$ cat src/design/spkdg_pkg.sv
package spkdg_pkg;

   // ==========================================================
   // channel count and timing
   // ==========================================================
   localparam int  NUM_CH          = 4;
   localparam int  CLK_HZ          = 25000000;
   localparam int  RECHECK_US      = 1000;
   localparam int  DIAG_CYCLE_MS   = 100;
   localparam int  PULSE_MS        = 100;
   localparam int  RECHECK_CYCLES  = (CLK_HZ / 1000000) * RECHECK_US;
   localparam int  DIAG_CYCLES     = (CLK_HZ / 1000) * DIAG_CYCLE_MS;
   localparam int  PULSE_CYCLES    = (CLK_HZ / 1000) * PULSE_MS;
   localparam int  AC_MIN_PULSES   = 3;
   localparam int  CNT_W           = 24;

   // ==========================================================
   // analog sense flags from one channel
   // ==========================================================
   typedef struct packed {
      logic short_gnd_src;
      logic short_gnd_sink;
      logic short_vs;
      logic short_load_pa;
      logic short_load_ld;
      logic open_load_pa;
      logic open_load_ld;
      logic offset_high;
      logic cur_above_hi;
      logic overload;
   } spkdg_sense_type;

   // ==========================================================
   // per-channel reported fault set
   // ==========================================================
   typedef struct packed {
      logic open_tweeter;
      logic permanent;
      logic short_load;
      logic open_or_offset;
      logic short_vs;
      logic short_gnd;
   } spkdg_fault_type;

   localparam spkdg_fault_type FAULT_NONE = '0;

   // ==========================================================
   // channel sequencer states
   // ==========================================================
   typedef enum logic [2:0] {
      CH_IDLE,
      CH_PULSE,
      CH_ACTIVE,
      CH_RECHECK,
      CH_DIAG,
      CH_RESTART,
      CH_HOLD
   } spkdg_state_type;

endpackage : spkdg_pkg

$ cat src/design/spkdg_chan.sv
`timescale 1ns/1ps
`default_nettype none

module spkdg_chan
   import spkdg_pkg::*;
#(
   parameter int RECHECK_N = RECHECK_CYCLES,
   parameter int DIAG_N    = DIAG_CYCLES,
   parameter int PULSE_N   = PULSE_CYCLES
)(
   // clock, reset, enable
   input  wire logic            clk,
   input  wire logic            rst_n,
   input  wire logic            ce,
   // control
   input  wire logic            diag_en,
   input  wire logic            start_pulse,
   input  wire logic            line_drv,
   input  wire logic            rearm,
   input  wire logic            ofs_open,
   input  wire logic            ac_open,
   // synchronised sense
   input  wire spkdg_sense_type sense,
   // results
   output spkdg_fault_type      fault,
   output logic                 shut_down,
   output logic                 cycle_done,
   output logic                 ofs_flag,
   output logic                 ac_open_tw
);

   spkdg_state_type   state_reg, state_next;
   logic [CNT_W-1:0]  cnt_reg;
   spkdg_fault_type   fault_reg;
   logic              done_reg;
   logic              ofs_ok_reg;
   logic              ac_ok_reg;
   logic [1:0]        pulses_reg;
   logic              prot_seen_reg;
   logic              hi_d_reg;

   // ==========================================================
   // fault classification
   // ==========================================================
   wire logic sgnd_any  = sense.short_gnd_src | sense.short_gnd_sink;
   wire logic sl_use    = line_drv ? sense.short_load_ld : sense.short_load_pa;
   wire logic ol_use    = line_drv ? sense.open_load_ld : sense.open_load_pa;
   wire logic both_src  = sense.short_gnd_src & sense.short_vs;
   wire logic rep_vs    = sense.short_vs;
   wire logic rep_gnd   = sense.short_gnd_src | (sense.short_gnd_sink & ~sense.short_vs
                          & ~ol_use);
   wire logic rep_sl    = sl_use & ~sgnd_any & ~sense.short_vs;
   wire logic rep_ol    = ol_use & ~sense.short_vs & ~sense.short_gnd_src;
   wire logic any_short = sgnd_any | sense.short_vs | sl_use;
   wire logic cnt_zero  = (cnt_reg == '0);
   wire logic pulse_end = (state_reg == CH_PULSE) && cnt_zero;
   wire logic diag_end  = (state_reg == CH_DIAG) && cnt_zero;
   wire spkdg_fault_type turnon_f = '{open_tweeter: 1'b0, permanent: 1'b0,
                                      short_load: rep_sl, open_or_offset: rep_ol,
                                      short_vs: rep_vs | both_src, short_gnd: rep_gnd};
   // permanent diagnostics never report open load
   wire spkdg_fault_type perm_f   = '{open_tweeter: 1'b0, permanent: 1'b1,
                                      short_load: rep_sl, open_or_offset: 1'b0,
                                      short_vs: rep_vs, short_gnd: rep_gnd};

   // ==========================================================
   // state machine
   // ==========================================================
   always_comb
   begin
      state_next = state_reg;
      unique case (state_reg)
         CH_IDLE:    if (start_pulse) state_next = CH_PULSE;
         CH_PULSE:   if (cnt_zero) state_next = CH_ACTIVE;
         CH_ACTIVE:  if (sense.overload) state_next = CH_RECHECK;
         CH_RECHECK: if (cnt_zero)
                        state_next = !sense.overload ? CH_ACTIVE
                                   : (diag_en ? CH_DIAG : CH_RESTART);
         CH_DIAG:    if (cnt_zero) state_next = CH_HOLD;
         CH_HOLD:    if (rearm) state_next = CH_RESTART;
         CH_RESTART: if (cnt_zero) state_next = CH_RECHECK;
      endcase
      if (start_pulse && state_reg != CH_PULSE)
         state_next = CH_PULSE;
   end

   always_ff @(posedge clk)
   begin
      if (!rst_n)
      begin
         state_reg     <= CH_IDLE;
         cnt_reg       <= '0;
         fault_reg     <= FAULT_NONE;
         done_reg      <= 1'b0;
         ofs_ok_reg    <= 1'b0;
         ac_ok_reg     <= 1'b0;
         pulses_reg    <= '0;
         prot_seen_reg <= 1'b0;
         hi_d_reg      <= 1'b0;
      end
      else if (ce)
      begin
         state_reg <= state_next;
         hi_d_reg  <= sense.cur_above_hi;
         if (state_next != state_reg || (state_reg == CH_RESTART && cnt_zero))
            cnt_reg <= (state_next == CH_PULSE)   ? CNT_W'(PULSE_N - 1)
                     : (state_next == CH_DIAG)    ? CNT_W'(DIAG_N - 1)
                     : CNT_W'(RECHECK_N - 1);
         else if (!cnt_zero)
            cnt_reg <= cnt_reg - 1'b1;
         if (pulse_end)
         begin
            fault_reg <= turnon_f;
            done_reg  <= 1'b1;
         end
         else if (diag_end)
         begin
            fault_reg <= perm_f;
            done_reg  <= 1'b1;
         end
         else if (state_reg == CH_ACTIVE && any_short && !fault_reg.permanent)
            fault_reg <= perm_f;
         if (rearm && !pulse_end && !diag_end)
            done_reg <= 1'b0;
         // offset window: set at open, kept only while persistent
         if (ofs_open)
            ofs_ok_reg <= 1'b1;
         else if (!sense.offset_high)
            ofs_ok_reg <= 1'b0;
         if (ac_open || rearm)
         begin
            ac_ok_reg     <= 1'b0;
            pulses_reg    <= '0;
            prot_seen_reg <= sense.overload;
         end
         else
         begin
            if (sense.overload)
               prot_seen_reg <= 1'b1;
            if (sense.cur_above_hi && !hi_d_reg && pulses_reg != 2'(AC_MIN_PULSES))
               pulses_reg <= pulses_reg + 1'b1;
            if (pulses_reg == 2'(AC_MIN_PULSES))
               ac_ok_reg <= 1'b1;
         end
      end
   end

   // ==========================================================
   // outputs
   // ==========================================================
   assign fault      = fault_reg;
   assign shut_down  = (state_reg == CH_RECHECK) || (state_reg == CH_DIAG)
                    || (state_reg == CH_HOLD) || (state_reg == CH_RESTART);
   assign cycle_done = done_reg;
   assign ofs_flag   = ofs_ok_reg & sense.offset_high & ~prot_seen_reg;
   assign ac_open_tw = ~ac_ok_reg & ~prot_seen_reg;
endmodule : spkdg_chan

`default_nettype wire

$ cat src/design/spkdg_top.sv
`timescale 1ns/1ps
`default_nettype none

module spkdg_top
   import spkdg_pkg::*;
#(
   parameter int RECHECK_N = RECHECK_CYCLES,
   parameter int DIAG_N    = DIAG_CYCLES,
   parameter int PULSE_N   = PULSE_CYCLES
)(
   // clock, reset and enable
   input  wire logic                     MCLK,
   input  wire logic                     NRST,
   input  wire logic                     CE,
   // decoded instruction bits
   input  wire logic                     DIAG_EN,
   input  wire logic                     OFS_EN,
   input  wire logic                     STANDBY_OFF,
   input  wire logic                     LINE_DRV_SEL,
   input  wire logic                     AC_EN,
   input  wire logic [NUM_CH-1:0]        LOW_GAIN,
   input  wire logic                     HOST_READ,
   // analog comparator pins
   input  wire spkdg_sense_type [NUM_CH-1:0] SENSE,
   // results
   output spkdg_fault_type [NUM_CH-1:0]  FAULT_REPORT,
   output logic [NUM_CH-1:0]             OFFSET_REPORT,
   output logic [NUM_CH-1:0]             CHAN_SHUTDOWN,
   output logic                          CYCLE_DONE,
   output logic                          POWER_STAGE_ON
);

   // ==========================================================
   // pin synchronisers
   // ==========================================================
   spkdg_sense_type [NUM_CH-1:0] sense_s1_reg, sense_reg;
   logic stby_reg, ofs_en_reg, ac_en_reg;
   logic pulse_busy_reg;

   wire logic stby_rise = STANDBY_OFF & ~stby_reg;
   wire logic start_pulse = stby_rise & DIAG_EN;
   wire logic ofs_open = HOST_READ | (OFS_EN & ~ofs_en_reg);
   wire logic ac_open  = AC_EN & ~ac_en_reg;

   spkdg_fault_type [NUM_CH-1:0] fault_w;
   logic [NUM_CH-1:0]            shut_w, done_w, ofs_w, actw_w;
   spkdg_fault_type [NUM_CH-1:0] snap_reg;
   logic [NUM_CH-1:0]            ofs_snap_reg;
   logic [NUM_CH-1:0]            shut_reg;
   logic                         done_reg;
   logic                         stage_reg;

   always_ff @(posedge MCLK)
   begin
      if (!NRST)
      begin
         sense_s1_reg <= '0;
         sense_reg    <= '0;
      end
      else if (CE)
      begin
         sense_s1_reg <= SENSE;
         sense_reg    <= sense_s1_reg;
      end
   end

   // ==========================================================
   // channels
   // ==========================================================
   genvar g;
   generate
      for (g = 0; g < NUM_CH; g++)
      begin : g_ch
         spkdg_chan #(
            .RECHECK_N (RECHECK_N),
            .DIAG_N    (DIAG_N),
            .PULSE_N   (PULSE_N)
         ) u_chan (
            .clk         (MCLK),
            .rst_n       (NRST),
            .ce          (CE),
            .diag_en     (DIAG_EN),
            .start_pulse (start_pulse),
            .line_drv    (LOW_GAIN[g] & LINE_DRV_SEL),
            .rearm       (HOST_READ),
            .ofs_open    (ofs_open),
            .ac_open     (ac_open),
            .sense       (sense_reg[g]),
            .fault       (fault_w[g]),
            .shut_down   (shut_w[g]),
            .cycle_done  (done_w[g]),
            .ofs_flag    (ofs_w[g]),
            .ac_open_tw  (actw_w[g])
         );
      end
   endgenerate

   // ==========================================================
   // read snapshot: host sees previous cycle
   // ==========================================================
   always_ff @(posedge MCLK)
   begin
      if (!NRST)
      begin
         stby_reg       <= 1'b0;
         ofs_en_reg     <= 1'b0;
         ac_en_reg      <= 1'b0;
         pulse_busy_reg <= 1'b0;
         snap_reg       <= '0;
         ofs_snap_reg   <= '0;
         shut_reg       <= '0;
         done_reg       <= 1'b0;
         stage_reg      <= 1'b0;
      end
      else if (CE)
      begin
         stby_reg   <= STANDBY_OFF;
         ofs_en_reg <= OFS_EN;
         ac_en_reg  <= AC_EN;
         shut_reg   <= shut_w;
         if (start_pulse)
            pulse_busy_reg <= 1'b1;
         else if (pulse_busy_reg && done_w != '0)
            pulse_busy_reg <= 1'b0;
         stage_reg <= STANDBY_OFF & ~start_pulse
                    & ~(pulse_busy_reg && done_w == '0);
         if (HOST_READ)
         begin
            for (int i = 0; i < NUM_CH; i++)
            begin
               snap_reg[i] <= fault_w[i];
               snap_reg[i].open_tweeter <= AC_EN & actw_w[i];
            end
            ofs_snap_reg <= OFS_EN ? ofs_w : '0;
            done_reg     <= &done_w;
         end
      end
   end

   assign FAULT_REPORT   = snap_reg;
   assign OFFSET_REPORT  = ofs_snap_reg;
   assign CHAN_SHUTDOWN  = shut_reg;
   assign CYCLE_DONE     = done_reg;
   assign POWER_STAGE_ON = stage_reg;
endmodule : spkdg_top

`default_nettype wire

$ cat config.mk
export PLATFORM = sky130hd
export DESIGN_NAME = spkdg_top
export DESIGN_NICKNAME = d
export VERILOG_FILES = /design/src/design/spkdg_pkg.sv /design/src/design/spkdg_chan.sv /design/src/design/spkdg_top.sv
export SDC_FILE = /design/constraint.sdc
export NUM_CORES = 1
export LEC_CHECK = 0
export BUFFER_PORTS_ARGS = -buffer_cell sky130_fd_sc_hd__buf_2
export CORE_MARGIN = 5
export CORE_UTILIZATION = 34
export CTS_CLUSTER_DIAMETER = 120
export DETAILED_ROUTE_END_ITERATION = 12
export PLACE_DENSITY = 0.49
export SETUP_SLACK_MARGIN = 0.02
export SYNTH_ARGS = -nofsm -noshare
export SYNTH_HDL_FRONTEND = slang
export SYNTH_SLANG_ARGS = --single-unit
export TNS_END_PERCENT = 30
$ cat constraint.sdc
create_clock -name MCLK -period 2.7 [get_ports MCLK]
set_input_delay 0 -clock MCLK [delete_from_list [all_inputs] [get_ports MCLK]]
set_output_delay 0 -clock MCLK [all_outputs]
set_load 0.02 [all_outputs]
==> results.cfg <==
[yosys]
avgSynthCellArea_um2 = 8.17
yosysWarnings = 0
yosys_register_bits = 274
async_flop_share = 0
ys.flop_type = dfxtp_1
syn-cell-area_um2 = 13200
synth-edff-count = 0
yosysTopAreaCell = dfxtp_1
synth_seq_area_share = 0.415
synthCells = 1617
synth.distinct_cells = 82
synthDominantCellAreaShare = 0.415
syn-num-nets = 1678
synthTopCellsByArea = dfxtp_1 42%, mux2i_1 8.1%, nor2_1 7.0%

[worst_setup_path]
reg2reg_depth = 10
regToRegStartpoint = g_ch[0].u_chan.cnt_reg[20]
cp-start-kind = register
max_stage_delay_ns = 0.53
cp_cell_sequence = or4_4 > or4_4 > o41ai_1 > buf_4 > o311a_4 > xor2_2 > nor3_4 > buf_4 > a31oi_1 > o21ai_1
cp_max_fo = 6
r2r_end = g_ch[0].u_chan.cnt_reg[3]
path_class = register to register
cpMaxStageDelayCell = or4_4
cp.required_ns = 3.19
crit_arrival_ns = 3.36
endpoint_kind = register
reg2reg_slack_ns = -0.17

[timing]
maxSlewHeadroom = 0.557
setup_violations = 11
slew_violations = 0
worst_hold_slack_ns = 0.0401
tightestPinTransition_ns = 0.664
fin_crit_ns = 2.87
fin_skew_ns = 0.0108
final-hold-violation-count = 0
fin_crit_sh = 1.06
fmax_mhz = 349
setup_ws_ns = -0.169
grt_setup_unrepaired = true

[global_route]
grt_pass1_wl_um = 63400
grtUsageTotal = 0.172
grt_pass1_vias = 12000
grt-ovfl-total = 0
antenna_found_initial = 1
grt_max_degree = 80

[detailed_routing]
drt_iter0_drc = 660
vias = 12600
drcViolationCount = 0
ant_nets = 0
dr.pass1.iters = 7
viasPerCell = 5.24
routed_wl_um = 39100
wl_per_cell_um = 16.3

[floorplan]
chipHeight_um = 207
die-area_um2 = 42900
die_width_um = 207
rows = 72
start_util = 0.342
core_area_um2 = 38600
pin_count = 87

[clock_network]
clk_pin_slew_ns = 0.06
cts-root-buf = clkbuf_16
cts.sinks = 274
clock_latency_ns = 0.57
cts_tree = done
cts_buffers = 31
cts_buffer_depth = 3
h-tree-depth = 1

[pwr]
powerDensity_nw_per_um2 = 807
power.total_mw = 13.9
vdd_drop_max_mv = 0.489
leakage_nw = 7.00

[min_path]
holdPathStages = 5
hold_path_class = input port to register
whs_endpoint = pulse_busy_reg
min_from = DIAG_EN

[placed_design]
gp_congestion = 0.841
io_buffers = 86
place_hpwl_um = 26800

[final_layout]
final_common_cell = dfxtp_1
drive_gt1_frac = 0.222
postLayoutCoreUtil = 0.449
largest_reg_flops = 96
nNetsFinal = 1923
nFillCells = 3920
layout-area-overhead-vs-synth_pct = 31.0
final_cell_mix = 270 x dfxtp_1, 241 x nor2_1, 170 x buf_4

[job]
cap_violations = 0

[outcome]
violations = setup timing
status = finished, violations left
==> kinds of logic (layout without fill, tap and decap cells) <==
logic type,Yosys count,count (layout),share of synthesized area
and+or+nand+nor,678,678,0.253
DFF,274,274,0.415
other,0,1,0
xor gates and xnor gates,13,13,0.00919
buffers and inverters,143,412,0.0422
adders and majority gates,8,8,0.00758
AOI/OAI and AO/OA,394,394,0.192
muxes,107,107,0.0811
==> worst max-delay path by stage <==
stage	cells past startpoint	startpoint	slack (ns)	to
final	10	g_ch[0].u_chan.cnt_reg[20]	-0.17	g_ch[0].u_chan.cnt_reg[3]
after global routing	10	g_ch[0].u_chan.cnt_reg[20]	-0.24	g_ch[0].u_chan.cnt_reg[4]
after CTS	10	g_ch[0].u_chan.cnt_reg[20]	-0.17	g_ch[0].u_chan.cnt_reg[7]
after detailed placement	10	g_ch[0].u_chan.cnt_reg[20]	-0.19	g_ch[0].u_chan.cnt_reg[7]
after global placement	10	g_ch[0].u_chan.cnt_reg[20]	-0.17	g_ch[0].u_chan.cnt_reg[7]
after floorplan	9	g_ch[0].u_chan.cnt_reg[20]	-0.06	g_ch[0].u_chan.cnt_reg[14]
==> through the flow <==
step	worst slack, ns	instance area [µm²]	TNS (ns)	std cells
floorplan	-0.0625	13200	-0.166	1617
global placement	-0.174	15300	-1.80	2287
detailed placement	-0.185	15300	-3.00	2287
CTS	-0.173	16900	-1.41	2396
global route	-0.241	17300	-3.62	2405
finish	-0.169	17300	-1.36	2405
==> layout make-up <==
cell class	instances	area (µm²)	share of cell area
Inverter	40	155	0.00897
Timing Repair Buffer	315	2380	0.138
Sequential cell	274	5490	0.317
Clock inverter	12	163	0.00941
Clock buffer	45	888	0.0514
Tap cell	518	648	0.0375
Antenna cell	1	2.50	0.000145
Multi-Input combinational cell	1200	7570	0.438
==> where the power goes <==
group / leakage, nW / switching, mW / internal (mW) / total, mW
registers: 2.24 / 0.362 / 4.45 / 4.81
logic: 4.25 / 2.65 / 2.13 / 4.78
clock network: 0.519 / 1.71 / 2.65 / 4.36
total: 7.00 / 4.72 / 9.23 / 13.9
==> per-layer routing <==
metal,vias up,GRT usage,part of all wire
met4,0,0.0397,0.017
met3,46,0.0221,0.038
met1,5952,0.242,0.49
li1,6382,-,-
met2,225,0.284,0.46
met5,-,0,0
==> synthesized netlist by cell type, drive strengths merged (6+ instances only) <==
master,number
a211oi,22
nor4b,10
o31ai,8
inv,38
ha,8
and2,9
a41oi,6
nand3,38
buf,21
or4,17
nand2b,10
a21oi,146
nand4b,9
a221oi,7
nand2,140
a22oi,14
nor3,81
and3,12
a311oi,12
a31oi,18
nand4,13
nor4,31
xnor2,8
o21bai,7
nor3b,12
a32oi,7
mux2i,107
o21ai,77
dfxtp,274
clkbuf,82
or3,21
nor2b,9
nor2,247
o211ai,9
o21a,11
==> critical path, delay by kind of cell (launching register included) <==
family                    cells  cell delay [ns]
and+or+nand+nor               3             1.27
AOI/OAI and AO/OA             4             0.76
buffers and inverters         2             0.37
DFF                           1             0.32
xor gates and xnor gates      1             0.07
==> repair_timing <==
item / 4_1_cts / 5_1_grt
endpoints found under the hold margin: 73 / 0
hold buffers: 46 / 0
resized for setup: 25 / 68
buffers inserted: 6 / 8
pin swaps: 13 / 27
setup endpoints to repair: 46 / 89
No activity file was read; power rests on OpenSTA's default activity.
